$ cat config.mk
export PLATFORM = sky130hd
export DESIGN_NAME = adcrb_top
export DESIGN_NICKNAME = d
export VERILOG_FILES = /design/src/hdl/adcrb_pkg.sv /design/src/hdl/adcrb_core_if.sv /design/src/hdl/adcrb_clkdiv.sv /design/src/hdl/adcrb_top.sv
export VERILOG_INCLUDE_DIRS = /design/src /design/src/hdl
export SDC_FILE = /design/constraint.sdc
export NUM_CORES = 1
export LEC_CHECK = 0
export BUFFER_PORTS_ARGS = -buffer_cell sky130_fd_sc_hd__buf_2
export CORE_MARGIN = 8
export CORE_UTILIZATION = 51
export DETAILED_ROUTE_END_ITERATION = 10
export PLACE_DENSITY_LB_ADDON = 0.05
export SYNTH_ARGS = -nofsm -noshare
export SYNTH_HDL_FRONTEND = slang
export SYNTH_SLANG_ARGS = --single-unit
$ cat constraint.sdc
create_clock -name mclk -period 2.6 [get_ports mclk]
set_clock_uncertainty 0.1 [all_clocks]
set_input_delay 0.26 -clock mclk [delete_from_list [all_inputs] [get_ports mclk]]
set_output_delay 0.26 -clock mclk [all_outputs]
set_load 0.1 [all_outputs]
$ cat src/hdl/adcrb_cfg.svh
// register offsets, field positions, reset values and bus responses
`ifndef ADCRB_CFG_SVH
`define ADCRB_CFG_SVH

// ----------------------------------------------------------------------
// register byte addresses
// ----------------------------------------------------------------------
`define ADCRB_OFF_RES_LO 8'h00
`define ADCRB_OFF_RES_HI 8'h04
`define ADCRB_OFF_LB_LO 8'h08
`define ADCRB_OFF_LB_HI 8'h0C
`define ADCRB_OFF_HB_LO 8'h10
`define ADCRB_OFF_HB_HI 8'h14
`define ADCRB_OFF_CTL0 8'h18
`define ADCRB_OFF_CTL1 8'h1C
`define ADCRB_OFF_CTL2 8'h20
`define ADCRB_OFF_DLY 8'h24
`define ADCRB_OFF_PIN 8'h28
`define ADCRB_OFF_STAT 8'h2C

// ----------------------------------------------------------------------
// field positions
// ----------------------------------------------------------------------
`define ADCRB_C0_START 7
`define ADCRB_C0_BUSY 6
`define ADCRB_C0_EN 5
`define ADCRB_C0_ALIGN 4
`define ADCRB_C1_WMASK 8'hE7
`define ADCRB_C2_SRC 7
`define ADCRB_C2_DLY 6
`define ADCRB_C2_PWIS 5
`define ADCRB_C2_WMASK 8'hFB
`define ADCRB_C0_WMASK 8'hBF

// ----------------------------------------------------------------------
// reset values and responses
// ----------------------------------------------------------------------
`define ADCRB_RST_BYTE 8'h00
`define ADCRB_RST_PIN 8'hFF
`define ADCRB_RESP_OKAY 2'b00
`define ADCRB_RESP_SLVERR 2'b10

`endif

$ cat src/hdl/adcrb_pkg.sv
// types shared by the converter register block
package adcrb_pkg;
  typedef logic [11:0] adcrb_sample_t;
  typedef logic [7:0] adcrb_byte_t;
  typedef enum logic [1:0] {
    ADCRB_IDLE = 2'b00,
    ADCRB_WAIT = 2'b01,
    ADCRB_CONV = 2'b11
  } adcrb_state_e;
endpackage : adcrb_pkg

$ cat src/hdl/adcrb_core_if.sv
// link between the register block and its clock divider
`timescale 1ns/100ps
`default_nettype none
interface adcrb_core_if;
  logic [2:0] div_sel;
  logic div_tick;
  modport ctrl (output div_sel, input div_tick);
  modport div (input div_sel, output div_tick);
endinterface : adcrb_core_if
`default_nettype wire

$ cat src/hdl/adcrb_clkdiv.sv
// power-of-two conversion clock divider
`timescale 1ns/100ps
`default_nettype none
module adcrb_clkdiv (
  input wire logic mclk,
  input wire logic arst_n,
  adcrb_core_if.div cif
);
  logic [6:0] cnt_q;
  logic [6:0] mask;

  // code n divides by 2**n: tick when low n bits all ones
  assign mask = ~(7'h7F << cif.div_sel);
  assign cif.div_tick = ((cnt_q & mask) == mask);

  always_ff @(posedge mclk or negedge arst_n) begin
    if (!arst_n) begin
      cnt_q <= 7'h00;
    end else begin
      cnt_q <= cnt_q + 7'h01;
    end
  end
endmodule : adcrb_clkdiv
`default_nettype wire

$ cat src/hdl/adcrb_top.sv
// converter result, boundary and control registers on an axi4-lite slave
// Contract
// - 12-bit result shown as high and low bytes, both read-only.
// - align 0: high byte bits 11..4, low byte upper nibble bits 3..0.
// - align 1: high byte low nibble bits 11..8, low byte bits 7..0.
// - unoccupied result bit positions always read zero.
// - converter disabled keeps the result pair unchanged.
// - high and low bound pairs compared with result raise an interrupt.
// - bound pairs use the same alignment layout, unused bits zero.
// - converter disabled keeps the bound registers unchanged.
// - one converter; source and channel fields pick the single input.
// - start delay register holds count used only for delayed start.
// - 8-bit control registers for channel, format, clock, start, status.
// - separate pin-share settings pick which pins are analog inputs.
// - start bit high then low starts; busy set, cleared when done.
// - code 00 between, 01 at/below low, 10 at/above high, 11 either.
// - delayed start counts programmed clocks after pwm flag rising edge.
// - clock select divides system clock by 2**code, up to 128.
`timescale 1ns/100ps
`include "adcrb_cfg.svh"
`default_nettype none
module adcrb_top (
  input wire logic mclk,
  input wire logic arst_n,
  input wire logic [7:0] s_axi_awaddr,
  input wire logic s_axi_awvalid,
  output logic s_axi_awready,
  input wire logic [31:0] s_axi_wdata,
  input wire logic [3:0] s_axi_wstrb,
  input wire logic s_axi_wvalid,
  output logic s_axi_wready,
  output logic [1:0] s_axi_bresp,
  output logic s_axi_bvalid,
  input wire logic s_axi_bready,
  input wire logic [7:0] s_axi_araddr,
  input wire logic s_axi_arvalid,
  output logic s_axi_arready,
  output logic [31:0] s_axi_rdata,
  output logic [1:0] s_axi_rresp,
  output logic s_axi_rvalid,
  input wire logic s_axi_rready,
  input wire adcrb_pkg::adcrb_sample_t conv_data,
  input wire logic conv_done,
  input wire logic pwm_period_flag,
  input wire logic [1:0] pwm_duty_flag,
  output logic conv_start,
  output logic conv_clk_tick,
  output logic conv_power_en,
  output adcrb_pkg::adcrb_byte_t ana_sel_ctl,
  output logic [2:0] ana_src_sel,
  output logic [7:0] pin_analog_en,
  output logic cmp_irq
);
  import adcrb_pkg::*;

  // ----------------------------------------------------------------------
  // registers
  // ----------------------------------------------------------------------
  adcrb_sample_t res_q, lb_q, hb_q;
  adcrb_byte_t c0_q, c1_q, c2_q, dly_q, pin_q;
  logic busy_q, cmp_q, startarm_q, pwm_prev_q;
  adcrb_state_e st_q;
  logic [7:0] dcnt_q;
  logic aw_q, w_q;
  logic [7:0] awa_q;
  logic [31:0] wd_q;
  logic [3:0] ws_q;

  adcrb_core_if cif ();
  adcrb_clkdiv adcrb_clkdiv_inst (
    .mclk(mclk),
    .arst_n(arst_n),
    .cif(cif)
  );
  assign cif.div_sel = c1_q[2:0];
  assign conv_clk_tick = cif.div_tick;

  // ----------------------------------------------------------------------
  // alignment helpers
  // ----------------------------------------------------------------------
  function automatic logic [15:0] fmt(input logic [11:0] v, input logic r);
    fmt = r ? {4'h0, v} : {v, 4'h0};
  endfunction : fmt

  function automatic logic [11:0] upd(input logic [11:0] v, input logic r,
                                      input logic hi, input logic [7:0] b);
    logic [15:0] f;
    f = fmt(v, r);
    if (hi) begin
      f[15:8] = b;
    end else begin
      f[7:0] = b;
    end
    upd = r ? f[11:0] : f[15:4];
  endfunction : upd

  logic align;
  logic enable;
  logic [15:0] res_f, lb_f, hb_f;
  assign align = c0_q[`ADCRB_C0_ALIGN];
  assign enable = c0_q[`ADCRB_C0_EN];
  assign res_f = fmt(res_q, align);
  assign lb_f = fmt(lb_q, align);
  assign hb_f = fmt(hb_q, align);

  // ----------------------------------------------------------------------
  // axi4-lite write channel
  // ----------------------------------------------------------------------
  logic wr_go;
  logic wr_lo;
  logic wr_map;
  assign s_axi_awready = !aw_q && !s_axi_bvalid;
  assign s_axi_wready = !w_q && !s_axi_bvalid;
  assign wr_go = aw_q && w_q && !s_axi_bvalid;
  assign wr_lo = ws_q[0];
  assign wr_map = (awa_q[1:0] == 2'b00) && (awa_q <= `ADCRB_OFF_STAT);

  always_ff @(posedge mclk or negedge arst_n) begin
    if (!arst_n) begin
      aw_q <= 1'b0;
      w_q <= 1'b0;
      awa_q <= 8'h00;
      wd_q <= 32'h0000_0000;
      ws_q <= 4'h0;
      s_axi_bvalid <= 1'b0;
      s_axi_bresp <= `ADCRB_RESP_OKAY;
    end else begin
      if (s_axi_awvalid && s_axi_awready) begin
        aw_q <= 1'b1;
        awa_q <= s_axi_awaddr;
      end
      if (s_axi_wvalid && s_axi_wready) begin
        w_q <= 1'b1;
        wd_q <= s_axi_wdata;
        ws_q <= s_axi_wstrb;
      end
      if (wr_go) begin
        aw_q <= 1'b0;
        w_q <= 1'b0;
        s_axi_bvalid <= 1'b1;
        s_axi_bresp <= wr_map ? `ADCRB_RESP_OKAY : `ADCRB_RESP_SLVERR;
      end else if (s_axi_bvalid && s_axi_bready) begin
        s_axi_bvalid <= 1'b0;
      end
    end
  end

  logic wsel_c0, wsel_c1, wsel_c2, wsel_dly, wsel_pin;
  logic wsel_lbl, wsel_lbh, wsel_hbl, wsel_hbh;
  assign wsel_c0 = wr_go && wr_lo && (awa_q == `ADCRB_OFF_CTL0);
  assign wsel_c1 = wr_go && wr_lo && (awa_q == `ADCRB_OFF_CTL1);
  assign wsel_c2 = wr_go && wr_lo && (awa_q == `ADCRB_OFF_CTL2);
  assign wsel_dly = wr_go && wr_lo && (awa_q == `ADCRB_OFF_DLY);
  assign wsel_pin = wr_go && wr_lo && (awa_q == `ADCRB_OFF_PIN);
  assign wsel_lbl = wr_go && wr_lo && (awa_q == `ADCRB_OFF_LB_LO);
  assign wsel_lbh = wr_go && wr_lo && (awa_q == `ADCRB_OFF_LB_HI);
  assign wsel_hbl = wr_go && wr_lo && (awa_q == `ADCRB_OFF_HB_LO);
  assign wsel_hbh = wr_go && wr_lo && (awa_q == `ADCRB_OFF_HB_HI);

  // ----------------------------------------------------------------------
  // control and bound registers
  // ----------------------------------------------------------------------
  // result offsets have no write select at all
  always_ff @(posedge mclk or negedge arst_n) begin
    if (!arst_n) begin
      c0_q <= `ADCRB_RST_BYTE;
      c1_q <= `ADCRB_RST_BYTE;
      c2_q <= `ADCRB_RST_BYTE;
      dly_q <= `ADCRB_RST_BYTE;
      pin_q <= `ADCRB_RST_PIN;
      lb_q <= 12'h000;
      hb_q <= 12'h000;
    end else begin
      if (wsel_c0) c0_q <= wd_q[7:0] & `ADCRB_C0_WMASK;
      if (wsel_c1) c1_q <= wd_q[7:0] & `ADCRB_C1_WMASK;
      if (wsel_c2) c2_q <= wd_q[7:0] & `ADCRB_C2_WMASK;
      if (wsel_dly) dly_q <= wd_q[7:0];
      if (wsel_pin) pin_q <= wd_q[7:0];
      // bounds frozen while disabled
      if (enable && (wsel_lbl || wsel_lbh)) begin
        lb_q <= upd(lb_q, align, wsel_lbh, wd_q[7:0]);
      end
      if (enable && (wsel_hbl || wsel_hbh)) begin
        hb_q <= upd(hb_q, align, wsel_hbh, wd_q[7:0]);
      end
    end
  end

  // ----------------------------------------------------------------------
  // start control and delay
  // ----------------------------------------------------------------------
  // start is armed by a 1 then fired by the following 0 write
  logic sw_fire;
  logic pwm_sel;
  logic pwm_rise;
  logic delay_fire;
  assign sw_fire = wsel_c0 && startarm_q &&
                   !wd_q[`ADCRB_C0_START];
  assign pwm_sel = c2_q[`ADCRB_C2_PWIS] ?
                   pwm_duty_flag[c2_q[0]] : pwm_period_flag;
  assign pwm_rise = pwm_sel && !pwm_prev_q;
  // a disable during the wait must not leak a start to the core
  assign delay_fire = (st_q == ADCRB_WAIT) && enable && (dcnt_q <= 8'h01);
  assign conv_start = (st_q == ADCRB_IDLE) ? (enable &&
                      !c2_q[`ADCRB_C2_SRC] && sw_fire) : delay_fire;

  always_ff @(posedge mclk or negedge arst_n) begin
    if (!arst_n) begin
      startarm_q <= 1'b0;
      pwm_prev_q <= 1'b0;
    end else begin
      pwm_prev_q <= pwm_sel;
      if (wsel_c0) startarm_q <= wd_q[`ADCRB_C0_START];
    end
  end

  // idle -> wait (delay) -> conv -> idle
  always_ff @(posedge mclk or negedge arst_n) begin
    if (!arst_n) begin
      st_q <= ADCRB_IDLE;
      dcnt_q <= 8'h00;
      busy_q <= 1'b0;
    end else begin
      unique case (st_q)
        ADCRB_IDLE: begin
          if (conv_start) begin
            st_q <= ADCRB_CONV;
            busy_q <= 1'b1;
          end else if (enable && c2_q[`ADCRB_C2_SRC] &&
                       c2_q[`ADCRB_C2_DLY] && pwm_rise) begin
            st_q <= ADCRB_WAIT;
            dcnt_q <= dly_q;
          end
        end
        ADCRB_WAIT: begin
          dcnt_q <= dcnt_q - 8'h01;
          if (!enable) begin
            st_q <= ADCRB_IDLE;
          end else if (delay_fire) begin
            st_q <= ADCRB_CONV;
            busy_q <= 1'b1;
          end
        end
        ADCRB_CONV: begin
          if (conv_done || !enable) begin
            st_q <= ADCRB_IDLE;
            busy_q <= 1'b0;
          end
        end
        default: st_q <= ADCRB_IDLE;
      endcase
    end
  end

  // ----------------------------------------------------------------------
  // result capture and compare
  // ----------------------------------------------------------------------
  logic at_lo, at_hi, hit;
  assign at_lo = (conv_data <= lb_q);
  assign at_hi = (conv_data >= hb_q);
  always_comb begin
    unique case (c2_q[4:3])
      2'b00: hit = !at_lo && !at_hi;
      2'b01: hit = at_lo;
      2'b10: hit = at_hi;
      2'b11: hit = at_lo || at_hi;
    endcase
  end

  logic done_ok;
  assign done_ok = (st_q == ADCRB_CONV) && conv_done && enable;

  // cmp flag sticky; software write of 1 to bit 0 clears, set wins
  always_ff @(posedge mclk or negedge arst_n) begin
    if (!arst_n) begin
      res_q <= 12'h000;
      cmp_q <= 1'b0;
    end else begin
      if (done_ok) res_q <= conv_data;
      if (done_ok && hit) begin
        cmp_q <= 1'b1;
      end else if (wr_go && wr_lo && wd_q[0] &&
                   awa_q == `ADCRB_OFF_STAT) begin
        cmp_q <= 1'b0;
      end
    end
  end

  // ----------------------------------------------------------------------
  // read channel and outputs
  // ----------------------------------------------------------------------
  logic [7:0] rd_byte;
  logic rd_map;
  always_comb begin
    rd_map = 1'b1;
    unique case (s_axi_araddr)
      `ADCRB_OFF_RES_LO: rd_byte = res_f[7:0];
      `ADCRB_OFF_RES_HI: rd_byte = res_f[15:8];
      `ADCRB_OFF_LB_LO: rd_byte = lb_f[7:0];
      `ADCRB_OFF_LB_HI: rd_byte = lb_f[15:8];
      `ADCRB_OFF_HB_LO: rd_byte = hb_f[7:0];
      `ADCRB_OFF_HB_HI: rd_byte = hb_f[15:8];
      `ADCRB_OFF_CTL0: rd_byte = {c0_q[7], busy_q, c0_q[5:0]};
      `ADCRB_OFF_CTL1: rd_byte = c1_q;
      `ADCRB_OFF_CTL2: rd_byte = c2_q;
      `ADCRB_OFF_DLY: rd_byte = dly_q;
      `ADCRB_OFF_PIN: rd_byte = pin_q;
      `ADCRB_OFF_STAT: rd_byte = {7'h00, cmp_q};
      default: begin
        rd_byte = 8'h00;
        rd_map = 1'b0;
      end
    endcase
  end

  assign s_axi_arready = !s_axi_rvalid;
  always_ff @(posedge mclk or negedge arst_n) begin
    if (!arst_n) begin
      s_axi_rvalid <= 1'b0;
      s_axi_rdata <= 32'h0000_0000;
      s_axi_rresp <= `ADCRB_RESP_OKAY;
    end else if (s_axi_arvalid && s_axi_arready) begin
      s_axi_rvalid <= 1'b1;
      s_axi_rdata <= {24'h00_0000, rd_byte};
      s_axi_rresp <= rd_map ? `ADCRB_RESP_OKAY : `ADCRB_RESP_SLVERR;
    end else if (s_axi_rready) begin
      s_axi_rvalid <= 1'b0;
    end
  end

  // internal source forces channel off, so one signal reaches the core
  assign conv_power_en = enable;
  assign ana_src_sel = c1_q[7:5];
  assign ana_sel_ctl = (c1_q[7:5] == 3'b001 || c1_q[7:6] == 2'b01) ?
                       8'h00 : {4'h1, c0_q[3:0]};
  assign pin_analog_en = pin_q;
  assign cmp_irq = cmp_q;
endmodule : adcrb_top
`default_nettype wire

* Yosys cells after proc, flatten, opt, wreduce, memory -nomap -nowiden
Index checks and enable logic that the tools add are counted.
** Storage, ports and cells
- Register bits after elaboration :: 126
- Input port bits :: 75
- Output and inout bits :: 64
- Logic and storage cells :: 182
** Cells by class
- Add/sub/neg operators :: 2
- Order comparisons :: 5
- Eq/ne operators :: 37
- Shift-type cells :: 1
- Multiplexer cells :: 43
- Bitwise operators :: 2
- Reduce and logical (&&, ||, !) cells :: 67
** Operator list (number)
- $pmux 8 s12 :: 1
- $eq 8x5->1 const B :: 8
- $eq 8x6->1 const B :: 8
- $mux 16 :: 3
- $mux 8 :: 6
- $logic_and 1x1->1 :: 37
- $eq 8x4->1 const B :: 4
- $mux 12 :: 2
- $mux 1 :: 19
- $pmux 8 s2 :: 1
- $mux 2 :: 7
- $ge 12x12->1 :: 1
- $le 12x12->1 :: 1
- $reduce_bool 2->1 :: 6
- $reduce_or 12->1 :: 1
- $logic_not 1->1 :: 10
- $ne 2x2->1 const B :: 5
- $eq 8x3->1 const B :: 1
- $le 8x1->1 const B :: 1
- $le 8x6->1 const B :: 1
- $logic_not 8->1 :: 1
- $sub 8x1->8 const B :: 1
- $add 7x1->7 const B :: 1
- $and 7x7->7 :: 1
- 19 further kinds :: 30

* Longest topological paths before layout
Gate-level depths: netlist of the first run.
- Depth in word-level cells :: 10
- Depth in mapped cells :: 9
- Gate-level depth less buffers :: 8

* Hierarchy
From an unflattened synthesis of the first run, not the netlist that was laid out.
** Second synthesis, totals
- Cells, all modules :: 791
- Area total of the unflattened synthesis :: 7609.8 um^2
** Modules (own cells, without submodules)
- adcrb_top :: times used 1, cells an instance 763, area each 7289.5 um^2, sequential area each 2912.8 um^2
- adcrb_clkdiv :: times used 1, cells an instance 28, area each 320.3 um^2, sequential area each 175.2 um^2

* Worst setup path after synthesis of the first run
No wires, ideal clock.
- Kind :: register to output
- Start :: reg c1_q[6]
- End :: out ana_sel_ctl[0]
- Arrival time :: 3331 ps
- Data required time :: 2240 ps
- Slack :: -1091 ps
- Cell stages (with the launch flop) :: 3
- Buffers on the path :: 0
- Path through :: dfrtp_1 -> o21bai_1 -> and2_1
** On the way
- Cells in the longest elaborated chain, start to end :: 3
- Elaborated cells on any way between the ends :: 4
- Those cells by class :: 2 x eq/ne; 1 x mux; 1 x reduce/logical
** Ends and longest elaborated chain
- start, declared :: RTL line adcrb_top.sv:60 : adcrb_byte_t c0_q, c1_q, c2_q, dly_q, pin_q;
- start signal, assigned :: RTL line adcrb_top.sv:167 : c1_q <= `ADCRB_RST_BYTE;
- start signal, assigned :: RTL line adcrb_top.sv:175 : if (wsel_c1) c1_q <= wd_q[7:0] & `ADCRB_C1_WMASK;
- $eq 3x1->1 or $eq 2x1->1 (tied branches) :: RTL line adcrb_top.sv:334 : assign ana_sel_ctl = (c1_q[7:5] == 3'b001 || c1_q[7:6] == 2'b01) ?
- $logic_or 1x1->1 (*) :: RTL line adcrb_top.sv:334
- $mux 5 (*) :: RTL line adcrb_top.sv:334
- end, declared :: RTL line adcrb_top.sv:49 : output adcrb_pkg::adcrb_byte_t ana_sel_ctl,
Mark *: on every way between the ends. The rest lies on a longest branch, timed or not.

* Worst setup path in the final report of the first run
- Start :: reg awa_q[6]
- End :: out conv_start
** On the way
- Cells in the longest elaborated chain, start to end :: 6
** Ends and longest elaborated chain
- start, declared :: RTL line adcrb_top.sv:65 : logic [7:0] awa_q;
- start signal, assigned :: RTL line adcrb_top.sv:130 : awa_q <= s_axi_awaddr;
- $eq 8x5->1 (no source line)
- $logic_and 1x1->1 :: RTL line adcrb_top.sv:150 : assign wsel_c0 = wr_go && wr_lo && (awa_q == `ADCRB_OFF_CTL0);
- $logic_and 1x1->1 (2 in series) :: RTL line adcrb_top.sv:197 : assign sw_fire = wsel_c0 && startarm_q &&
- $logic_and 1x1->1 :: RTL line adcrb_top.sv:204 : assign conv_start = (st_q == ADCRB_IDLE) ? (enable &&
- $mux 1 :: RTL line adcrb_top.sv:204
- end, declared :: RTL line adcrb_top.sv:46 : output logic conv_start,
No other way between the ends.

==> results of run 1 <==
[cell usage in the layout (no fill, tap or decap), drive strengths merged, types with 27 or more instances in the layout]
cell   instances
conb          29
o21ai         44
ha            27
nor2          29
mux2          67
nand2         83
buf          126
inv           36
a21oi         46
dfrtp        115
[stage by stage]
step           power [mW]  setup TNS [ns]    util  cell area [um2]  worst slack [ns]
6_report            7.126               0  0.6270             9112           0.05148
2_1_floorplan       4.081        -0.09957       -             7716          -0.09957
5_1_grt             7.410        -0.05271  0.6270             9112          -0.05271
4_1_cts             7.157        -0.05758  0.6270             9112          -0.05758
3_5_place_dp        4.581               0  0.5657             8222            0.1551
3_3_place_gp        4.519               0  0.5657             8222            0.2499
[registers in the layout, summed over array words and instances (netlist names), 2 cells and up]
register	flops
wd_q	8
res_q	12
adcrb_clkdiv_inst.cnt_q	7
dly_q	8
c2_q	7
c0_q	6
pin_analog_en	8
c1_q	6
lb_q	12
awa_q	8
st_q	2
s_axi_rdata	8
hb_q	12
dcnt_q	8
[power groups by stage]
stage,registers [mW],logic (mW),clock network (mW)
after floorplan,2.74,1.34,0
after global placement,2.68,1.84,0
after detailed placement,2.70,1.88,0
after CTS,2.67,1.94,2.55
after global routing,2.72,2.05,2.64
final,2.68,1.93,2.51
[worst max path at each step]
stage                                 endpoint  cells after the start
after floorplan                 ana_sel_ctl[0]                      2
after global placement    hb_q[10]$_DFFE_PN0P_                      6
after detailed placement   hb_q[8]$_DFFE_PN0P_                      6
after CTS                           conv_start                      7
after global routing                conv_start                      7
final                               conv_start                      7
[layout make-up]
cell class / count / area [um2]
inverter: 36 / 138.9
sequential: 123 / 3090
tap: 184 / 230.2
clock inverter: 10 / 163.9
multi-input combinational: 556 / 4034
clock buffer: 22 / 464.2
timing repair buffer: 148 / 991.0
fill: 1209 / 5421
[kinds of logic (layout without fill, tap and decap cells)]
group                    after synthesis  count (layout)  share of synthesized area
AND/OR/NAND/NOR                      203             203                     0.1448
other                                  1              29                  0.0004956
buffers and inverters                110             216                    0.07854
AO/OA/AOI/OAI                        202             202                     0.1809
flip-flops                           123             123                     0.4081
XOR/XNOR                               5               5                   0.005788
adder cells (fa/ha/maj)               27              27                    0.04464
multiplexers                          90              90                     0.1367
[worst min-delay path, delay by kind of cell]
| family | cells | cell delay (ns) |
|---|---|---|
| AO/OA/AOI/OAI | 1 | 0.06 |
| buffers and inverters | 1 | 0.10 |
| AND/OR/NAND/NOR | 1 | 0.08 |
[per-layer routing]
layer | vias to the layer above | GRT usage | wire (um)
li1 | 2999 | - | -
met1 | 3194 | 0.3447 | 10260
met2 | 274 | 0.3982 | 10720
met3 | 50 | 0.06127 | 1985
met4 | 2 | 0.1075 | 706
met5 | - | 0 | 13
[timing repair]
item                                    CTS  global route
setup buffers                             5             0
hold buffers                             22             0
endpoints found under the setup margin    1             9
pin swaps                                 4             2
resized for setup                         1             0
endpoints found under the hold margin    56             0
==> flow_summary.toml, run 1 <==
[sta]
drv_slew = 0
whs_ns = 0.01988
finalSetupViolCount = 0
fin_crit_ns = 2.549
max_freq_ghz = 0.3924
maxSlewHeadroom = 0.5876
hold_viol = 0
finalCritPeriodShare = 0.9802
tightest_slew_ns = 0.6029
rsz0062_at_grt = "yes"

[global_routing]
antenna_found_initial = 1
grt_pass1_vias = 6510
grt_start_max_net_pins = 51
grt_pass1_wl_mm = 37.16
track_usage = 0.2593
grt_overflow = 0

[clock_network]
cts_buffer_depth = 2
path_clk_slew_ns = 0.05
htreeDepth = 4
cts_sinks = 123
clock_tree.root_cell = "clkbuf_16"
cts_tree = "done"
clock_latency_ns = 0.42
numCtsBuffers = 17

[power_and_ir_drop]
pwr-share-clk = 0.353
p_int_mw = 4.417
leakage_nw = 4.066
ir_worst_vdd_v = 0.001158
power.density_nw_per_um2 = 782.0
swShare = 0.3801
power.share.combinational = 0.272
switchingPower_mw = 2.709
power_frac_seq = 0.376

[synthesis]
yosysWarnings = 0
ys_types = 72
synth.largest_area_cell = "dfrtp_1"
ys.flop_type = "dfrtp_1"
syn_area_um2 = 7567
synthTopCellsByCount = "115 x dfrtp_1, 82 x nand2_1, 67 x mux2_2"
synth_most_common_cell = "dfrtp_1"
synthArstFlopShare = 1.000
avgSynthCellArea_um2 = 9.944
yosys.area.top_type_share = 0.3803
syn_inst = 761
ys_seq_area_frac = 0.4081
synth_edf_count = 0
synthTopCellsByArea = "dfrtp_1 38%, mux2_2 10%, ha_1 4.5%, nand2_1 4.1%, buf_4 3.1%"
ys_ff_latch = 123

[floorplanning]
dieHeight_um = 137.8
die_area_um2 = 18990
core_area_um2 = 14530
initial_core_util = 0.5207
fp-row-count = 44
die_w_um = 137.8
ios = 139

[worst_setup_path]
cp.arrival_ns = 2.19
critPathCaptureType = "output pin"
rr_worst_depth = 7
worstSetupStartpointType = "flop"
path_cells = "or3b_4 > nor4_4 > nand3_2 > o31ai_2 > nand2b_1 > clkinvlp_4 > buf_12"
r2r_setup_slack_ns = 0.14
worstPathRequired_ns = 2.24
critPathTopFamily = "simple AND/OR/NAND/NOR gates"
cpPeakStageDelay_ns = 0.43
cp_num_buf_inv = 2
startpoint = "awa_q[6]$_DFFE_PN0P_"
path_class = "reg2out"
critPathSlowestCell = "or3b_4"
reg2reg_to = "hb_q[8]$_DFFE_PN0P_"
worst-path-max-fanout = 2
r2r-start = "awa_q[6]$_DFFE_PN0P_"

[routing]
dr.pass1.iters = 6
post_drt_wl_per_cell_um = 21.95
drt_iter0_markers = 527
routed_wirelength_mm = 23.69
vias = 6519
drc = 0
detail-route-antenna-nets = 0
vias_per_cell = 6.042

[min_path]
worstHoldEndpoint = "pwm_prev_q$_DFF_PN0_"
hp-start = "pwm_period_flag"
worstHoldPathCells = 3
min_path_type = "in2reg"

[cells_and_area]
syn2layout_area_growth_pct = 20.42
layout.nets = 984
layout-drive-gt1-share = 0.2961
diodes = 0
layout.cells.non_filler = 1079

[placement]
portBuffers = 82
dp_cells = 1020
gp_congestion = 0.9366
dp_hpwl_mm = 17.84

[run]
drv_cap = 0

[run_status]
status = "complete, no violations"
Power figures use the tool's default switching activity.
==> inputs of run 2 (changes only) <==
--- a/config.mk
+++ b/config.mk
@@ -6,6 +6,7 @@
 export SDC_FILE = /design/constraint.sdc
 export NUM_CORES = 1
 export LEC_CHECK = 0
+export ABC_AREA = 1
 export BUFFER_PORTS_ARGS = -buffer_cell sky130_fd_sc_hd__buf_2
 export CORE_MARGIN = 8
 export CORE_UTILIZATION = 51
==> run 2 against run 1 <==
Compared with the run above: clock-buffer cell count decreased by 3; total power increased by 1.6%; flip-flop and latch count unchanged; non-clock buffer count decreased by 35; die area increased by 0.44%; sequential share of layout area increased by 0.33 points; highest routed layer is now met4; worst setup slack improved by 0.097 ns; area after synthesis increased by 0.50%; synthesized cell count increased by 40%.
==> flow_summary.toml, run 2 <==
[routing]
vias_per_cell = 5.278
routed_wirelength_mm = 21.78
detail-route-antenna-nets = 0
dr.pass1.iters = 5
vias = 7178
drc = 0
drt_iter0_markers = 615
post_drt_wl_per_cell_um = 16.01

[synthesis]
ys_ff_latch = 123
ys_seq_area_frac = 0.4061
syn_area_um2 = 7605
yosysWarnings = 0
yosys.area.top_type_share = 0.3784
synthTopCellsByArea = "dfrtp_1 38%, nand2_1 15%, o21ai_0 9.7%, inv_1 6.0%, nor2_1 4.6%"
synth.largest_area_cell = "dfrtp_1"
ys_types = 44
synth_edf_count = 0
synthArstFlopShare = 1.000
ys.flop_type = "dfrtp_1"
syn_inst = 1063
synthTopCellsByCount = "307 x nand2_1, 148 x o21ai_0, 122 x inv_1"
avgSynthCellArea_um2 = 7.154
synth_most_common_cell = "nand2_1"

[worst_setup_path]
reg2reg_to = "lb_q[1]$_DFFE_PN0P_"
worstSetupStartpointType = "flop"
worst-path-max-fanout = 4
r2r-start = "s_axi_bvalid$_DFFE_PN0P_"
rr_worst_depth = 10
cp.arrival_ns = 2.09
path_class = "reg2out"
r2r_setup_slack_ns = 0.44
worstPathRequired_ns = 2.24
critPathCaptureType = "output pin"

[cells_and_area]
final_common_cell = "nand2_1"
layout.nets = 1265
layout_common_cells = "307 x nand2_1, 148 x o21ai_0, 121 x inv_1, 113 x dfrtp_1, 87 x nor2_1"
layout-drive-gt1-share = 0.1471
diodes = 0
fillers = 1351
final_util = 0.6209
top_regs = "hb_q: 12 flops, lb_q: 12 flops, res_q: 12 flops"
syn2layout_area_growth_pct = 18.66

[global_routing]
track_usage = 0.2267
antenna_found_initial = 0
grt_pass1_wl_mm = 35.11
grt_overflow = 0
grt_start_max_net_pins = 53
grt_pass1_vias = 6802

[min_path]
worstHoldEndpoint = "wd_q[3]$_DFFE_PN0P_"
worstHoldPathCells = 3
hp-start = "s_axi_wdata[3]"
min_path_type = "in2reg"

[clock_network]
cts_buffer_depth = 2
clock_tree.root_cell = "clkbuf_16"
numCtsBuffers = 17
path_clk_slew_ns = 0.06
cts_sinks = 123
cts_tree = "done"
clock_latency_ns = 0.42
htreeDepth = 4

[power_and_ir_drop]
p_int_mw = 4.508
leakage_nw = 4.400
ir_worst_vdd_v = 0.0008400
power.share.combinational = 0.288
power.density_nw_per_um2 = 802.4
switchingPower_mw = 2.732
swShare = 0.3773
pwr-share-clk = 0.378
power_frac_seq = 0.335
report.power.total_mw = 7.240

[sta]
drv_slew = 0
hold_viol = 0
tightest_slew_ns = 0.6737
finalCritPeriodShare = 0.9429
rsz0062_at_grt = "no"
maxSlewHeadroom = 0.5508
finalSetupViolCount = 0
max_freq_ghz = 0.4079
fin_crit_ns = 2.451

[placement]
gp_congestion = 0.9104
dp_hpwl_mm = 16.44
portBuffers = 82

[floorplanning]
core_area_um2 = 14530
dieHeight_um = 138.1
fp-row-count = 44
die_area_um2 = 19070
initial_core_util = 0.5232
die_w_um = 138.1
ios = 139

[run_status]
status = "complete, no violations"

[run]
drv_cap = 0
-- run 2: changes by cell type after synthesis, moves of 15 or more --
cell and change:
a22oi_1 -15, nand3_1 +40, nor2_1 +65, nand2_1 +225, mux2_2 -63, mux2i_1 -19
o21ai_0 +107, inv_1 +86
-- run 2: cell families (layout without fill, tap and decap cells) --
kind of cell | after synthesis | count (layout) | share of synthesized area
other | 1 | 29 | 0.0004931
xor gates and xnor gates | 7 | 7 | 0.008062
muxes | 4 | 4 | 0.005923
AOI/OAI and AO/OA | 224 | 224 | 0.1548
and+or+nand+nor | 491 | 491 | 0.2692
DFF | 123 | 123 | 0.4061
buffers and inverters | 186 | 271 | 0.1111
adders and majority gates | 27 | 27 | 0.04442
-- run 2: power by group through the flow --
stage	logic [mW]	registers, mW	clock network, mW
after floorplan	1.37	2.59	0
after global placement	1.97	2.44	0
after detailed placement	1.99	2.45	0
after CTS	2.02	2.42	2.75
after global routing	2.28	2.46	2.85
final	2.08	2.42	2.73
-- run 2: cell type report --
class	instances	area, um2	area share
well taps	184	230.2	0.02551
multi-input cells	782	3811	0.4224
clock inverters	13	237.7	0.02634
inverters	126	473.0	0.05241
flip-flops and latches	123	3090	0.3425
clock buffers	19	442.9	0.04908
repair buffers	113	738.2	0.08181
-- run 2: how the worst max path moves through the flow --
stage	startpoint	end	cells past startpoint
3_3_place_gp	awa_q[0]$_DFFE_PN0P_	conv_start	10
6_report	s_axi_bvalid$_DFFE_PN0P_	conv_start	10
4_1_cts	awa_q[1]$_DFFE_PN0P_	conv_start	10
3_5_place_dp	awa_q[1]$_DFFE_PN0P_	conv_start	10
2_1_floorplan	s_axi_bvalid$_DFFE_PN0P_	conv_start	9
5_1_grt	awa_q[7]$_DFFE_PN0P_	conv_start	10
-- run 2: layer usage --
metal	share of wire	GRT usage	vias up
li1	-	-	3578
met1	0.47	0.3123	3288
met2	0.44	0.3422	284
met3	0.072	0.05377	28
met4	0.020	0.07494	0
met5	0	0	-
-- run 2: repair_timing --
| action | in CTS | in global routing |
|---|---|---|
| setup endpoints to repair | 0 | 1 |
| hold endpoints to repair | 61 | 0 |
| buffers inserted | 0 | 4 |
| hold buffers | 16 | 0 |
| resized for setup | 0 | 6 |
-- run 2: worst max-delay path: stages, from the launching register on --
cell and delay, ns:
dfrtp_2 0.42, inv_2 0.08, nand3_4 0.10, nor2_8 0.16, nand2_4 0.09, nor2_4 0.10
inv_1 0.07, nor2_2 0.10, nand4_1 0.15, o22ai_2 0.20, buf_12 0.20
-- run 2: metrics by stage --
step	setup WS, ns	cells	hold slack (ns)	area (um2)	setup TNS, ns
finish	0.1486	1360	0.01138	9024	0
floorplan	-0.2704	1091	-0.1356	7731	-2.613
global placement	0.5039	1308	0.2414	8139	0
detailed placement	0.4711	1308	0.2353	8139	0
global route	0.01696	1360	0.007325	9024	0
CTS	0.001358	1356	0.001428	8980	0
